==> src/hw/mbf_pkg.sv <==
// constants for the modbus slave function handler
package mbf_pkg;
  localparam logic [7:0] FC_RD_INPUT = 8'h04;
  localparam logic [7:0] FC_WR_COIL = 8'h05;
  localparam logic [7:0] FC_WR_REG = 8'h06;
  localparam logic [7:0] FC_DIAG = 8'h08;
  localparam logic [7:0] FC_ERR_BIT = 8'h80;
  localparam logic [7:0] EX_ILL_FUNC = 8'h01;
  localparam logic [7:0] EX_ILL_ADDR = 8'h02;
  localparam logic [7:0] EX_ILL_VALUE = 8'h03;
  localparam logic [15:0] QTY_MIN = 16'h0001;
  localparam logic [15:0] QTY_MAX = 16'h007d;
  localparam logic [15:0] COIL_ON = 16'hff00;
  localparam logic [15:0] COIL_OFF = 16'h0000;
  localparam logic [15:0] COIL_MAX_ADDR = 16'h0018;
  localparam int COIL_COUNT = 25;
  localparam logic [15:0] SUB_QUERY = 16'h0000;
  localparam logic [15:0] SUB_RESTART = 16'h0001;
  localparam logic [15:0] SUB_DIAG_REG = 16'h0002;
  localparam logic [15:0] SUB_DELIM = 16'h0003;
  localparam logic [15:0] SUB_LISTEN = 16'h0004;
  localparam logic [15:0] SUB_CLR_CNT = 16'h000a;
  localparam logic [15:0] SUB_LAST_CNT = 16'h0012;
  localparam logic [15:0] SUB_CLR_OVR = 16'h0014;
  localparam logic [15:0] LOG_CLEAR_VAL = 16'hff00;
  localparam logic [7:0] DELIM_RESET = 8'h0a;
  localparam logic [15:0] CNT_RESET = 16'h0000;
  localparam logic [7:0] APB_CTRL = 8'h00;
  localparam logic [7:0] APB_STATUS = 8'h04;
  localparam logic [7:0] APB_COILS = 8'h08;
  localparam logic [7:0] APB_DELIM = 8'h0c;
  localparam logic [7:0] APB_OVR_CNT = 8'h10;
  localparam logic [7:0] APB_MSG_CNT = 8'h14;
  typedef enum logic [2:0] {MBF_IDLE, MBF_EXEC, MBF_RESP, MBF_REGWAIT, MBF_RESTART} mbf_state_t;
endpackage

==> src/hw/mbf_handler.sv <==
// modbus slave pdu function handler with apb status and control
// Function
// - read-input request: code 04, start address, quantity 0001..007d from master.
// - read-input reply: code 04, byte count twice quantity, two bytes per register.
// - errors reply function code plus 80 and a one-byte exception code.
// - failed diagnostics reply 88 with exception 01, 03 or 04 only.
// - write-coil value ff00 sets coil, 0000 clears, other values change nothing.
// - coil addresses are zero-based, two bytes wide.
// - holding register addresses are zero-based.
// - write-coil reply echoes address and value after the coil is updated.
// - write-register reply echoes address and value after the register is written.
// - diagnostics reply echoes function and sub-function codes.
// - diagnostics never touch coils or registers; some clear counters.
// - supported sub-functions are 00-04, 0a-12 and 14.
// - sub-function 00 returns request data unchanged.
// - sub-function 01 restarts port, clears counters, runs self tests first.
// - restart in listen-only mode sends no reply but restarts, and leaves mode only if the self test passes.
// - restart outside listen-only mode replies before restarting.
// - restart data ff00 also clears event log; 0000 keeps it.
// - sub-function 02 returns the diagnostic register, always zero.
// - sub-function 03 sets ascii delimiter from high data byte; restart restores lf.
// - sub-function 04 enters listen-only mode without reply.
// - listen-only mode disables talk, takes no action except restart and sends no reply.
// - sub-function 0a clears all counters and diagnostic register, echoes data.
// - coils 0..24 map onto the 25-bit coils output; higher addresses get exception 02.
// - sub-function 14 clears overrun counter and flag, echoes data.
`timescale 1ns/1ps
module mbf_handler (
  // clock and reset
  input wire logic pclk,
  input wire logic presetn,
  // apb slave
  input wire logic psel,
  input wire logic penable,
  input wire logic pwrite,
  input wire logic [7:0] paddr,
  input wire logic [31:0] pwdata,
  output logic [31:0] prdata,
  output logic pready,
  output logic pslverr,
  // request pdu from frame decoder
  input wire logic req_valid,
  input wire logic req_bcast,
  input wire logic [7:0] req_func,
  input wire logic [15:0] req_addr,
  input wire logic [15:0] req_data,
  output logic req_ready,
  // response header
  output logic rsp_valid,
  input wire logic rsp_ready,
  output logic [7:0] rsp_func,
  output logic [15:0] rsp_word0,
  output logic [15:0] rsp_word1,
  output logic rsp_short,
  output logic rsp_exception,
  // input register read port
  output logic ireg_rd,
  output logic [15:0] ireg_start,
  output logic [7:0] ireg_count,
  // holding register write port
  output logic hreg_wr,
  output logic [15:0] hreg_addr,
  output logic [15:0] hreg_wdata,
  input wire logic hreg_done,
  // serial port control
  input wire logic char_overrun,
  output logic port_restart,
  output logic log_clear,
  output logic talk_enable,
  output logic [7:0] ascii_delim,
  output logic [mbf_pkg::COIL_COUNT-1:0] coils
);
  localparam int COIL_COUNT = mbf_pkg::COIL_COUNT;

  mbf_pkg::mbf_state_t state;
  logic [7:0] func;
  logic [15:0] addr;
  logic [15:0] data;
  logic bcast;
  logic listen_only;
  logic restart_log;
  logic selftest_ok;
  logic [15:0] ovr_cnt;
  logic [15:0] msg_cnt;
  logic ovr_flag;
  logic [7:0] ex_code;
  logic do_coil;
  logic do_reg;
  logic clr_cnt;
  logic clr_ovr;
  logic set_delim;
  logic go_listen;
  logic apb_wr;

  // supported diagnostic sub-functions
  function automatic logic sub_ok(input logic [15:0] s);
    sub_ok = (s <= mbf_pkg::SUB_LISTEN) ||
             ((s >= mbf_pkg::SUB_CLR_CNT) && (s <= mbf_pkg::SUB_LAST_CNT)) ||
             (s == mbf_pkg::SUB_CLR_OVR);
  endfunction

  // exception code for the latched request, zero when legal
  always_comb begin
    ex_code = 8'h00;
    case (func)
      mbf_pkg::FC_RD_INPUT: begin
        if (data < mbf_pkg::QTY_MIN || data > mbf_pkg::QTY_MAX) begin
          ex_code = mbf_pkg::EX_ILL_VALUE;
        end
      end
      mbf_pkg::FC_WR_COIL: begin
        if (data != mbf_pkg::COIL_ON && data != mbf_pkg::COIL_OFF) begin
          ex_code = mbf_pkg::EX_ILL_VALUE;
        end else if (addr > mbf_pkg::COIL_MAX_ADDR) begin
          ex_code = mbf_pkg::EX_ILL_ADDR;
        end
      end
      mbf_pkg::FC_WR_REG: ex_code = 8'h00;
      mbf_pkg::FC_DIAG: begin
        if (!sub_ok(addr)) begin
          ex_code = mbf_pkg::EX_ILL_FUNC;
        end
      end
      default: ex_code = mbf_pkg::EX_ILL_FUNC;
    endcase
  end

  // actions taken in the execute cycle, counter clears also in the restart cycle; diagnostics touch no user data
  assign do_coil = (state == mbf_pkg::MBF_EXEC) && func == mbf_pkg::FC_WR_COIL && ex_code == 8'h00;
  assign do_reg = (state == mbf_pkg::MBF_EXEC) && func == mbf_pkg::FC_WR_REG;
  assign clr_cnt = (state == mbf_pkg::MBF_RESTART) ||
                   ((state == mbf_pkg::MBF_EXEC) && func == mbf_pkg::FC_DIAG && addr == mbf_pkg::SUB_CLR_CNT);
  assign clr_ovr = clr_cnt ||
                   ((state == mbf_pkg::MBF_EXEC) && func == mbf_pkg::FC_DIAG && addr == mbf_pkg::SUB_CLR_OVR);
  assign set_delim = (state == mbf_pkg::MBF_EXEC) && func == mbf_pkg::FC_DIAG && addr == mbf_pkg::SUB_DELIM;
  assign go_listen = (state == mbf_pkg::MBF_EXEC) && func == mbf_pkg::FC_DIAG && addr == mbf_pkg::SUB_LISTEN;

  assign req_ready = (state == mbf_pkg::MBF_IDLE);

  // request sequencer
  always_ff @(posedge pclk or negedge presetn) begin
    if (!presetn) begin
      state <= mbf_pkg::MBF_IDLE;
      func <= 8'h00;
      addr <= 16'h0000;
      data <= 16'h0000;
      bcast <= 1'b0;
      restart_log <= 1'b0;
    end else begin
      case (state)
        mbf_pkg::MBF_IDLE: begin
          if (req_valid) begin
            func <= req_func;
            addr <= req_addr;
            data <= req_data;
            bcast <= req_bcast;
            // listen-only: only restart is processed, everything else dropped
            if (!listen_only || (req_func == mbf_pkg::FC_DIAG && req_addr == mbf_pkg::SUB_RESTART)) begin
              state <= mbf_pkg::MBF_EXEC;
            end
          end
        end
        mbf_pkg::MBF_EXEC: begin
          restart_log <= (data == mbf_pkg::LOG_CLEAR_VAL);
          if (do_reg) begin
            state <= mbf_pkg::MBF_REGWAIT;
          end else if (func == mbf_pkg::FC_DIAG && ex_code == 8'h00 && addr == mbf_pkg::SUB_RESTART) begin
            state <= (listen_only || bcast) ? mbf_pkg::MBF_RESTART : mbf_pkg::MBF_RESP;
          end else if (go_listen || bcast) begin
            state <= mbf_pkg::MBF_IDLE;
          end else begin
            state <= mbf_pkg::MBF_RESP;
          end
        end
        mbf_pkg::MBF_REGWAIT: begin
          if (hreg_done) begin
            state <= bcast ? mbf_pkg::MBF_IDLE : mbf_pkg::MBF_RESP;
          end
        end
        mbf_pkg::MBF_RESP: begin
          if (rsp_ready) begin
            // reply goes out before the restart takes effect
            if (func == mbf_pkg::FC_DIAG && addr == mbf_pkg::SUB_RESTART && ex_code == 8'h00) begin
              state <= mbf_pkg::MBF_RESTART;
            end else begin
              state <= mbf_pkg::MBF_IDLE;
            end
          end
        end
        mbf_pkg::MBF_RESTART: state <= mbf_pkg::MBF_IDLE;
        default: state <= mbf_pkg::MBF_IDLE;
      endcase
    end
  end

  // response fields, held until accepted
  always_ff @(posedge pclk or negedge presetn) begin
    if (!presetn) begin
      rsp_func <= 8'h00;
      rsp_word0 <= 16'h0000;
      rsp_word1 <= 16'h0000;
      rsp_short <= 1'b0;
      rsp_exception <= 1'b0;
    end else if (state == mbf_pkg::MBF_EXEC) begin
      rsp_exception <= (ex_code != 8'h00);
      if (ex_code != 8'h00) begin
        rsp_func <= func | mbf_pkg::FC_ERR_BIT;
        rsp_word0 <= {8'h00, ex_code};
        rsp_word1 <= 16'h0000;
        rsp_short <= 1'b1;
      end else if (func == mbf_pkg::FC_RD_INPUT) begin
        rsp_func <= func;
        rsp_word0 <= {8'h00, data[6:0], 1'b0};
        rsp_word1 <= addr;
        rsp_short <= 1'b1;
      end else begin
        rsp_func <= func;
        rsp_word0 <= addr;
        rsp_word1 <= (func == mbf_pkg::FC_DIAG && addr == mbf_pkg::SUB_DIAG_REG) ? 16'h0000 : data;
        rsp_short <= 1'b0;
      end
    end
  end

  assign rsp_valid = (state == mbf_pkg::MBF_RESP);

  // input register read request alongside the reply header
  always_ff @(posedge pclk or negedge presetn) begin
    if (!presetn) begin
      ireg_rd <= 1'b0;
      ireg_start <= 16'h0000;
      ireg_count <= 8'h00;
    end else begin
      ireg_rd <= (state == mbf_pkg::MBF_EXEC) && func == mbf_pkg::FC_RD_INPUT && ex_code == 8'h00 && !bcast;
      if (state == mbf_pkg::MBF_EXEC) begin
        ireg_start <= addr;
        ireg_count <= data[7:0];
      end
    end
  end

  // holding register write strobe
  always_ff @(posedge pclk or negedge presetn) begin
    if (!presetn) begin
      hreg_wr <= 1'b0;
      hreg_addr <= 16'h0000;
      hreg_wdata <= 16'h0000;
    end else begin
      hreg_wr <= do_reg;
      if (do_reg) begin
        hreg_addr <= addr;
        hreg_wdata <= data;
      end
    end
  end

  // coil outputs, zero-based addressing
  always_ff @(posedge pclk or negedge presetn) begin
    if (!presetn) begin
      coils <= '0;
    end else if (do_coil) begin
      coils[addr[4:0]] <= (data == mbf_pkg::COIL_ON);
    end else if (apb_wr && paddr == mbf_pkg::APB_COILS) begin
      coils <= pwdata[COIL_COUNT-1:0];
    end
  end

  // listen-only mode and delimiter
  always_ff @(posedge pclk or negedge presetn) begin
    if (!presetn) begin
      listen_only <= 1'b0;
      ascii_delim <= mbf_pkg::DELIM_RESET;
    end else if (state == mbf_pkg::MBF_RESTART) begin
      listen_only <= !selftest_ok;
      ascii_delim <= mbf_pkg::DELIM_RESET;
    end else if (go_listen) begin
      listen_only <= 1'b1;
    end else if (set_delim) begin
      ascii_delim <= data[15:8];
    end
  end

  assign talk_enable = !listen_only;
  assign port_restart = (state == mbf_pkg::MBF_RESTART);
  assign log_clear = (state == mbf_pkg::MBF_RESTART) && restart_log;

  // counters; an overrun in the clearing cycle still counts
  always_ff @(posedge pclk or negedge presetn) begin
    if (!presetn) begin
      ovr_cnt <= mbf_pkg::CNT_RESET;
      ovr_flag <= 1'b0;
      msg_cnt <= mbf_pkg::CNT_RESET;
    end else begin
      if (char_overrun) begin
        ovr_cnt <= clr_ovr ? 16'h0001 : ovr_cnt + 16'h0001;
        ovr_flag <= 1'b1;
      end else if (clr_ovr) begin
        ovr_cnt <= mbf_pkg::CNT_RESET;
        ovr_flag <= 1'b0;
      end
      if (req_valid && req_ready) begin
        msg_cnt <= clr_cnt ? 16'h0001 : msg_cnt + 16'h0001;
      end else if (clr_cnt) begin
        msg_cnt <= mbf_pkg::CNT_RESET;
      end
    end
  end

  // self-test result set by software, defaults to pass
  always_ff @(posedge pclk or negedge presetn) begin
    if (!presetn) begin
      selftest_ok <= 1'b1;
    end else if (apb_wr && paddr == mbf_pkg::APB_CTRL) begin
      selftest_ok <= pwdata[0];
    end
  end

  // apb slave, zero wait states
  assign apb_wr = psel && penable && pwrite;
  assign pready = 1'b1;
  assign pslverr = 1'b0;

  always_ff @(posedge pclk or negedge presetn) begin
    if (!presetn) begin
      prdata <= 32'h0000_0000;
    end else if (psel && !penable && !pwrite) begin
      case (paddr)
        mbf_pkg::APB_CTRL: prdata <= {31'h0, selftest_ok};
        mbf_pkg::APB_STATUS: prdata <= {29'h0, ovr_flag, listen_only, state != mbf_pkg::MBF_IDLE};
        mbf_pkg::APB_COILS: prdata <= {7'h0, coils};
        mbf_pkg::APB_DELIM: prdata <= {24'h0, ascii_delim};
        mbf_pkg::APB_OVR_CNT: prdata <= {16'h0, ovr_cnt};
        mbf_pkg::APB_MSG_CNT: prdata <= {16'h0, msg_cnt};
        default: prdata <= 32'h0000_0000;
      endcase
    end
  end
endmodule

==> config.mk <==
export PLATFORM = sky130hd
export DESIGN_NAME = mbf_handler
export DESIGN_NICKNAME = d
export VERILOG_FILES = /design/src/hw/mbf_pkg.sv /design/src/hw/mbf_handler.sv
export SDC_FILE = /design/constraint.sdc
export NUM_CORES = 1
export LEC_CHECK = 0
export BUFFER_PORTS_ARGS = -buffer_cell sky130_fd_sc_hd__buf_4
export CORE_MARGIN = 2
export CORE_UTILIZATION = 54
export DETAILED_ROUTE_END_ITERATION = 16
export PLACE_DENSITY = 0.8
export SYNTH_ARGS = -nofsm -noshare
export SYNTH_HDL_FRONTEND = slang
export SYNTH_SLANG_ARGS = --single-unit
export TNS_END_PERCENT = 5
==> constraint.sdc <==
create_clock -name pclk -period 3 [get_ports pclk]
set_clock_uncertainty 0.15 [all_clocks]
set_input_delay 0.45 -clock pclk [delete_from_list [all_inputs] [get_ports pclk]]
set_output_delay 0.45 -clock pclk [all_outputs]
set_load 0.01 [all_outputs]
# Yosys cells after proc, flatten, opt, wreduce, memory -nomap -nowiden
# Cells that the tools add are included.
[op_classes]
reduce_logical = 55
eq_ne = 28
add_sub_neg = 2
n_mux = 43
order_cmp = 8
[op_table]
columns = ["operator", "count"]
rows = [
  ["2-to-1 mux 16 bit", 11],
  ["one-hot mux 25 bit (6 select lines)", 1],
  ["2-to-1 mux 25 bit", 2],
  ["adder 16 x 1 -> 16 bit (second input constant)", 2],
  ["equality test 16 x 1 -> 1 bit (second input constant)", 2],
  ["equality test 16 x 2 -> 1 bit (second input constant)", 2],
  ["equality test 8 x 3 -> 1 bit (second input constant)", 4],
  ["equality test 8 x 4 -> 1 bit (second input constant)", 4],
  ["2-to-1 mux 8 bit", 4],
  ["one-hot mux 8 bit (4 select lines)", 1],
  ["logical AND 1 bit", 28],
  ["bitwise mux 25 bit", 1],
  ["2-to-1 mux 3 bit", 8],
  ["equality test 16 bit (second input constant)", 1],
  ["equality test 16 x 3 -> 1 bit (second input constant)", 1],
  ["equality test 16 x 4 -> 1 bit (second input constant)", 1],
  ["equality test 16 x 5 -> 1 bit (second input constant)", 1],
  ["equality test 8 x 5 -> 1 bit (second input constant)", 2],
  ["greater-or-equal comparator 16 x 4 -> 1 bit (second input constant)", 1],
  ["> comparator 16 x 5 -> 1 bit (second input constant)", 1],
  ["> comparator 16 x 7 -> 1 bit (second input constant)", 1],
  ["<= comparator 16 x 3 -> 1 bit (second input constant)", 1],
  ["<= comparator 16 x 5 -> 1 bit (second input constant)", 1],
  ["zero test 8 bit", 2],
  ["22 further kinds", 53],
]
[totals]
out_inout_bits = 172
input_bits = 90
reg_bits = 245
word_cells = 161

# Logic depth before layout (Yosys ltp)
# Gate-level depths: netlist (run 1).
[depth]
word_depth = 12
depth_mapped = 10
depth_no_buf = 7

# Least setup slack after synthesis (run 1)
# OpenSTA, ideal clock, no wires.
[synth_timing]
kind = "flip-flop to flip-flop"
startpoint = "register func[5]"
endpoint = "register coils[12] (netlist bit)"
required_ps = 2724
path_stages_with_launch = 7
slack_ps = 566
setup_time_ps = 126
t_arrival_ps = 2158
synth_period_minus_slack_ps = 2434
path_cell_list = "dfrtp_1 nor4_1 nand2_1 a2111oi_4 nand3_1 o211a_1 a221o_1"
[synth_between]
elab_chain_cells = 5
elab_cells_between_ends = 10
cone_classes = "4 x eq/ne; 2 x mux; 4 x reduce/logical"
[synth_rtl]
columns = ["element", "line_no", "text"]
rows = [
  ["from (decl)", "mbf_handler.sv:76", "logic [7:0] func;"],
  ["from (signal assigned)", "mbf_handler.sv:153", "func <= req_func;"],
  ["equality test 8 x 4 -> 1 bit, or another cell as far along", "mbf_handler.sv:105", "case (func)"],
  ["one-hot mux 8 bit (4 select lines)", "mbf_handler.sv:105", ""],
  ["zero test 8 bit", "mbf_handler.sv:129", "assign do_coil = (state == mbf_pkg::MBF_EXEC) && func == mbf_pkg::FC_WR_COIL && ex_code == 8'h00;"],
  ["logical AND 1 bit *", "mbf_handler.sv:129", ""],
  ["2-to-1 mux 25 bit or nonzero test 2 bit (tied branches)", "--", ""],
  ["to (signal, indexed assignment)", "mbf_handler.sv:262", "coils[addr[4:0]] <= (data == mbf_pkg::COIL_ON);"],
  ["to (signal assigned)", "mbf_handler.sv:264", "coils <= pwdata[COIL_COUNT-1:0];"],
  ["to (decl)", "mbf_handler.sv:71", "output logic [mbf_pkg::COIL_COUNT-1:0] coils"],
]
# Mark *: on every way between the ends. The rest lies on a longest branch, timed or not.
# A chain may end at the register's enable or synchronous reset.

# Worst setup path after layout (run 1)
[layout_timing]
startpoint = "register state[0]"
endpoint = "register coils[6] (netlist bit)"
[layout_between]
elab_chain_cells = 4
elab_cells_between_ends = 5
cone_classes = "1 x eq/ne; 1 x mux; 3 x reduce/logical"
[layout_rtl]
columns = ["element", "line_no", "text"]
rows = [
  ["from (decl)", "mbf_handler.sv:75", "mbf_pkg::mbf_state_t state;"],
  ["from (signal assigned)", "mbf_handler.sv:143", "state <= mbf_pkg::MBF_IDLE;"],
  ["from (signal assigned)", "mbf_handler.sv:159", "state <= mbf_pkg::MBF_EXEC;"],
  ["from (signal assigned)", "mbf_handler.sv:166", "state <= mbf_pkg::MBF_REGWAIT;"],
  ["equality test 3 x 1 -> 1 bit *", "mbf_handler.sv:129", ""],
  ["logical AND 1 bit * (2 in series)", "mbf_handler.sv:129", ""],
  ["2-to-1 mux 25 bit or nonzero test 2 bit (tied branches)", "--", ""],
]
# Marked as above.

==> results of run 1 <==
-- flip-flops by register name, indices dropped and copies added (netlist names), 3 cells and up --
| signal | count |
|---|---|
| rsp_word1 | 16 |
| hreg_addr | 16 |
| msg_cnt | 16 |
| ovr_cnt | 16 |
| func | 8 |
| prdata | 25 |
| ascii_delim | 8 |
| state | 3 |
| rsp_func | 8 |
| rsp_word0 | 16 |
| ireg_count | 8 |
| coils | 25 |
| addr | 16 |
| ireg_start | 16 |
| data | 16 |
| hreg_wdata | 16 |
-- worst max path at each step --
stage | end | slack, ps
after detailed placement | rsp_word1[5] | 40
after global placement | coils[23] | 120
after CTS | coils[12] | 20
after floorplan | coils[12] | 570
final | coils[6] | 190
after global routing | coils[2] | -20
-- layout by cell type (no fill, tap or decap), types with 5 or more instances in the layout --
cell type / n
buf_4: 286
nand2_1: 279
dfrtp_1: 235
nor2_1: 72
o21ai_0: 69
mux2_2: 36
a21oi_1: 33
mux2i_1: 26
clkbuf_16: 25
nand3_1: 24
o211a_1: 24
a221o_1: 23
and3_1: 22
xor2_1: 19
nand4_1: 17
inv_1: 14
nor3_1: 14
nor4_1: 12
xnor2_1: 10
o31ai_1: 9
conb_1: 9
a221oi_1: 7
nor2b_1: 6
or2_2: 5
nor3b_1: 5
clkbuf_8: 5
clkbuf_1: 5
-- what timing repair did --
action | 4_1_cts | 5_1_grt
endpoints found under the setup margin | 0 | 45
resized for setup | 0 | 5
hold endpoints to repair | 59 | 0
hold buffers | 3 | 0
setup buffers | 0 | 1
-- layer usage --
metal  global-route usage [%]  share of wire (%)  vias to the layer above
met5                        0                  0                        -
met2                     48.7                 47                      461
li1                         -                  -                     4370
met1                     40.8                 40                     4687
met3                     6.97                9.0                       85
met4                     12.0                4.2                        0
-- stage by stage --
step | setup TNS (ps) | total power [mW] | instance area (sq um) | util [%] | instances
after floorplan | 0 | 6.61 | 11000 | - | 1121
after global placement | 0 | 8.18 | 13200 | 66.0 | 1606
after detailed placement | 0 | 8.29 | 13200 | 66.0 | 1606
after CTS | 0 | 11.4 | 14100 | 70.2 | 1654
after global routing | -79.3 | 12.0 | 14100 | 70.4 | 1655
final | 0 | 11.4 | 14100 | 70.4 | 1655
-- logic make-up after synthesis --
kind of cell | count (synthesis) | share of synthesized area (%)
flops | 238 | 54.5
other cells | 2 | 0.0687
buf+inv | 88 | 3.51
mux | 62 | 6.09
simple gates | 491 | 20.2
compound gates | 202 | 13.1
fa+ha+maj | 2 | 0.229
xor+xnor | 29 | 2.32
-- power groups by stage --
| stage | Sequential [mW] | Combinational, mW | Clock [mW] |
|---|---|---|---|
| detailed placement | 4.83 | 3.46 | 0 |
| CTS | 4.79 | 3.50 | 3.14 |
| finish | 4.81 | 3.51 | 3.11 |
| global route | 4.92 | 3.85 | 3.27 |
| floorplan | 4.72 | 1.89 | 0 |
| global placement | 4.81 | 3.37 | 0 |
-- area by class of cell --
type,instances,area [sq um]
Clock buffer,35,713
Sequential cell,238,5960
Multi-Input combinational cell,795,4680
Clock inverter,10,114
Inverter,14,52.6
Timing Repair Buffer,293,2250
Fill cell,1546,5930
Tap cell,270,338
-- critical path, cell delays in order, from the launching register on --
cell,delay (ps)
dfrtp_1,530
nand2b_1,200
or2_2,360
a2111oi_4,530
nand3_1,360
o211a_1,310
a221o_1,260
==> results.md, run 1 <==
- Hold Crit Depth: 3
- Peak Freq: 0.355 GHz
- Critical R2R Capture: coils[6]
- Crit end category: flip-flop
- Syn avg cell area: 9.82 sq um
- Register area share after synthesis: 54.5%
- Crit path max fanout: 8
- Reg power frac: 42.1%
- Share of async-settable or async-resettable flops after synthesis: 100%
- EDFF count, synth: 0
- Worst endpoint data arrival time: 3060 ps
- Min-delay src: req_data[10]
- Reg2reg path depth: 6
- Tot GR Track Use: 30.4%
- Post-Place Setup Slack: 43.7 ps
- Vias: 9603
- Maximum clock path buffer count: 3
- Port buffer count: 245
- CP Data Required Time: 3240 ps
- GRT Residual Overflow: 0
- Largest net degree at the start of global routing: 70
- FF-to-FF Start: state[0]
- Total CTS buffers: 25
- Drt pass-1 iters: 5
- Rows: 52
- Share of layout cells above drive strength 1: 28.2%
- DRC viols: 0
- Syn Inst Count: 1114
- H-tree levels: 1
- Post-layout min period: 2810 ps
- Setup Viol. Count Final: 0
- Crit path kind: flip-flop to flip-flop
- Initial antenna violation count: 0
- Synth Cell Area: 0.0109 sq mm
- Initial Utilization: 54.6%
- Area Growth Syn to Fin: 29.0%
- Worst-Margin Slew: 767 ps
- Hold path endpoint: data[10]
- Core ar.: 0.0200 sq mm
- Remaining antenna violation count: 0
- Boundary Pins: 262
- Die outline area: 0.0214 sq mm
- Clock insertion delay at the later pin of the skew report: 520 ps
- Synth Flop Type: dfrtp_1
- Max Cap Viol: 0
- Post-synth top area cell: dfrtp_1
- Die Span X: 146 um
- Die H: 146 um
- Status: complete, no violations
- Most frequent cell after synthesis: nand2_1
- Final Hold Fails: 0
- Startpoint types: flip-flop
- Clock-pin slew on the worst setup and hold paths: 60 ps
- Sw Ratio: 35.4%
- Crit path from: state[0]
- RePlAce Congestion: 0.899
- Clock power share: 27.2%
- Switching power: 4.05 mW
- Num Clock Sinks: 238
- Leak pwr: 7.02 nW
- CTS tree: yes
- Peak supply drop: 0.482 mV
- Global-route wire length before repair: 52000 um
- Ant. Diodes: 0
- Cell internal pwr: 7.38 mW
- P per Cell Area: 810 mW/mm^2
- PnR worst setup slack: 185 ps
- Yosys cell types: 63
- Initial DRC count: 816
- Number of vias per cell: 5.80
- Top cells by area, synth: dfrtp_1, nand2_1, mux2_2
- Worst Hold Class: primary input to flip-flop
- Final HPWL DP: 23500 um
- Final Max Tran Viols: 0
- CTS root buf: clkbuf_16
- Vias in the first global route: 9509
- Most instantiated cells after synthesis: nand2_1, dfrtp_1, nor2_1
- Nets: 1459
- Top cell type's share of synthesized area: 53.8%
- #FFs+latches synth: 238
- R2r setup slk: 190 ps
- Comb power frac: 30.7%
- Wire length per cell: 19.9 um
- Yosys warnings: 0
- RSZ-0062 raised after global routing: yes
- Slew HR: 48.8%
- Tcrit/Tclk final: 93.8%
- Fin Hold WS: 9.56 ps
- Routed WL: 33000 um
Note: power is estimated with default switching activity, not from simulation.
==> run 2: changes to the inputs <==
CORE_UTILIZATION = 58   (was 54)
PLACE_DENSITY = 0.85   (was 0.8)
clock period = 3.45 ns   (was 3 ns; I/O delays follow)
==> run 2 against run 1 <==
Via count up 1.7%. Final cell count down 3.5%. Largest cell class unchanged. Critical path type unchanged. Power down 13%. Register-to-register slack about the same. Worst setup slack better by 11 ps. Non-clock buffer count down 20. Design area down 1.8%. Routed wire length up 1.3%. Critical path depth unchanged. Core utilization up 4.2 points.
==> results.md, run 2 (synthesis results as in run 1) <==
- Largest net degree at the start of global routing: 82 (was 70)
- R2r setup slk: 200 ps (was 190 ps)
- Boundary Pins: 262 (unchanged)
- Ant. Diodes: 0 (unchanged)
- Reg2reg path depth: 6 (unchanged)
- Core Util, Final: 74.6% (was 70.4%)
- Remaining antenna violation count: 0 (unchanged)
- CP dominant cell by count: nand3_1
- Final Max Tran Viols: 0 (unchanged)
- Port buffer count: 245 (unchanged)
- Initial antenna violation count: 0 (unchanged)
- CP top delay family: simple AND/OR/NAND/NOR gates (was compound AO/OA/AOI/OAI gates)
- Tot GR Track Use: 33.3% (was 30.4%)
- Crit path max fanout: 8 (unchanged)
- Biggest regs: coils x25, prdata x25 (unchanged)
- Peak supply drop: 0.481 mV (was 0.482 mV)
- Area Growth Syn to Fin: 26.7% (was 29.0%)
- Hold path endpoint: data[14] (was data[10])
- Initial DRC count: 862 (was 816)
- Nets: 1438 (was 1459)
- Die H: 141 um (was 146 um)
- RSZ-0062 raised after global routing: no (was yes)
- CTS root buf: clkbuf_16 (unchanged)
- Post-layout min period: 3250 ps (was 2810 ps)
- Clock-pin slew on the worst setup and hold paths: 60 ps (about the same)
- Crit end category: flip-flop (unchanged)
- Total CTS buffers: 24 (was 25)
- Most common cell after layout, fill and taps aside: nand2_1 (was buf_4)
- Met2 routed WL: 15700 um (was 15600 um)
- Hold Crit Depth: 3 (unchanged)
- Status: complete, no violations (unchanged)
- P per Cell Area: 716 mW/mm^2 (was 810 mW/mm^2)
- Slew HR: 29.2% (was 48.8%)
- Global-route wire length before repair: 52500 um (was 52000 um)
- Die outline area: 0.0200 sq mm (was 0.0214 sq mm)
- CP max-delay cell: nor4_1 (was dfrtp_1)
- Clock insertion delay at the later pin of the skew report: 520 ps (about the same)
- Peak Freq: 0.307 GHz (was 0.355 GHz)
- Min-delay src: req_data[14] (was req_data[10])
- Num Clock Sinks: 238 (unchanged)
- Crit path kind: flip-flop to flip-flop (unchanged)
- CTS tree: yes (unchanged)
- DRC viols: 0 (unchanged)
- Drt pass-1 iters: 5 (unchanged)
- Critical path buffers and inverters: 0 (unchanged)
- Vias in the first global route: 9596 (was 9509)
- M1 WL: 13000 um (was 13100 um)
- Leak pwr: 6.91 nW (was 7.02 nW)
- Die Span X: 141 um (was 146 um)
- WL met3: 3250 um (was 2960 um)
- Worst-Margin Slew: 1060 ps (was 767 ps)
- H-tree levels: 1 (unchanged)
- Crit-path cells: nor4_1, nand3_1, a2111oi_4, nand3_1, o211a_1, a221o_1 (was nand2b_1, or2_2, a2111oi_4, nand3_1, o211a_1, a221o_1)
- Vias: 9770 (was 9603)
- Rows: 50 (was 52)
- Final HPWL DP: 23500 um (about the same)
- Top Layer Used: met4 (unchanged)
- Final Hold Fails: 0 (unchanged)
- FF-to-FF Start: data[0] (was state[0])
- Setup Viol. Count Final: 0 (unchanged)
- Max Cap Viol: 0 (unchanged)
- Core ar.: 0.0186 sq mm (was 0.0200 sq mm)
- Worst endpoint data arrival time: 3500 ps (was 3060 ps)
- Initial Utilization: 58.9% (was 54.6%)
- Buffers inserted by post-CTS timing repair: 0 (unchanged)
- Share of layout cells above drive strength 1: 27.1% (was 28.2%)
- CP Data Required Time: 3690 ps (was 3240 ps)
- Crit-path max cell delay: 620 ps (was 530 ps)
- Critical R2R Capture: coils[12] (was coils[6])
- Startpoint types: flip-flop (unchanged)
- Routed WL: 33400 um (was 33000 um)
- Most frequent cells in the layout: nand2_1, buf_4, dfrtp_1 (was buf_4, nand2_1, dfrtp_1)
- GRT Residual Overflow: 0 (unchanged)
- Wire length per cell: 20.9 um (was 19.9 um)
- Fin Setup TNS: 0 ps (unchanged)
- Maximum clock path buffer count: 3 (unchanged)
- Worst Hold Class: primary input to flip-flop (unchanged)
- RePlAce Congestion: 0.922 (was 0.899)
- Number of vias per cell: 6.12 (was 5.80)
- Tcrit/Tclk final: 94.3% (was 93.8%)
run 2: worst max path at each step:
stage	startpoint	end	slack (ps)	cells after the start
3_5_place_dp	data[0]	coils[12]	350	6
2_1_floorplan	func[5]	coils[12]	1020	6
5_1_grt	data[0]	coils[9]	50	6
4_1_cts	data[0]	coils[12]	330	6
6_report	data[0]	coils[12]	200	6
3_3_place_gp	func[5]	rsp_word0[7]	420	4
run 2: per-layer routing:
| layer | track usage (%) | up-vias |
|---|---|---|
| li1 | - | 4327 |
| met1 | 44.3 | 4777 |
| met2 | 53.9 | 562 |
| met3 | 6.88 | 104 |
| met4 | 13.6 | 0 |
| met5 | 0 | - |
run 2: power breakdown:
| part | switching [mW] | internal (mW) |
|---|---|---|
| Sequential | 0.815 | 3.45 |
| Clock | 1.11 | 1.59 |
| Combinational | 1.64 | 1.31 |
| Total | 3.56 | 6.35 |
run 2: cell type report:
class / count / area, sq um
fill: 1262 / 4720
tap: 234 / 293
clock inverter: 13 / 149
clock buffer: 30 / 664
multi-input combinational: 795 / 4660
inverter: 14 / 52.6
sequential: 238 / 5960
timing repair buffer: 273 / 2080
run 2: what timing repair did:
action,in CTS,in global routing
endpoints found under the hold margin,74,0
resized for setup,0,0
hold buffers,1,0
setup endpoints to repair,0,0
run 2: through the flow:
| stage | cell area [sq um] | hold slack, ps | instances | power (mW) | setup slack [ps] |
|---|---|---|---|---|---|
| floorplan | 11000 | 71.9 | 1121 | 5.75 | 1020 |
| global placement | 13000 | 304 | 1553 | 7.05 | 417 |
| detailed placement | 13000 | 308 | 1553 | 7.18 | 351 |
| CTS | 13900 | 52.1 | 1597 | 9.89 | 331 |
| global route | 13900 | 80.2 | 1597 | 10.4 | 52.2 |
| finish | 13900 | 58.5 | 1597 | 9.92 | 196 |
run 2: worst register-to-register path: cells and delay by family, from the launching register on:
family | cells | cell delay (ps)
flip-flops | 1 | 490
AND/OR/NAND/NOR | 3 | 1320
AO/OA/AOI/OAI | 3 | 1190
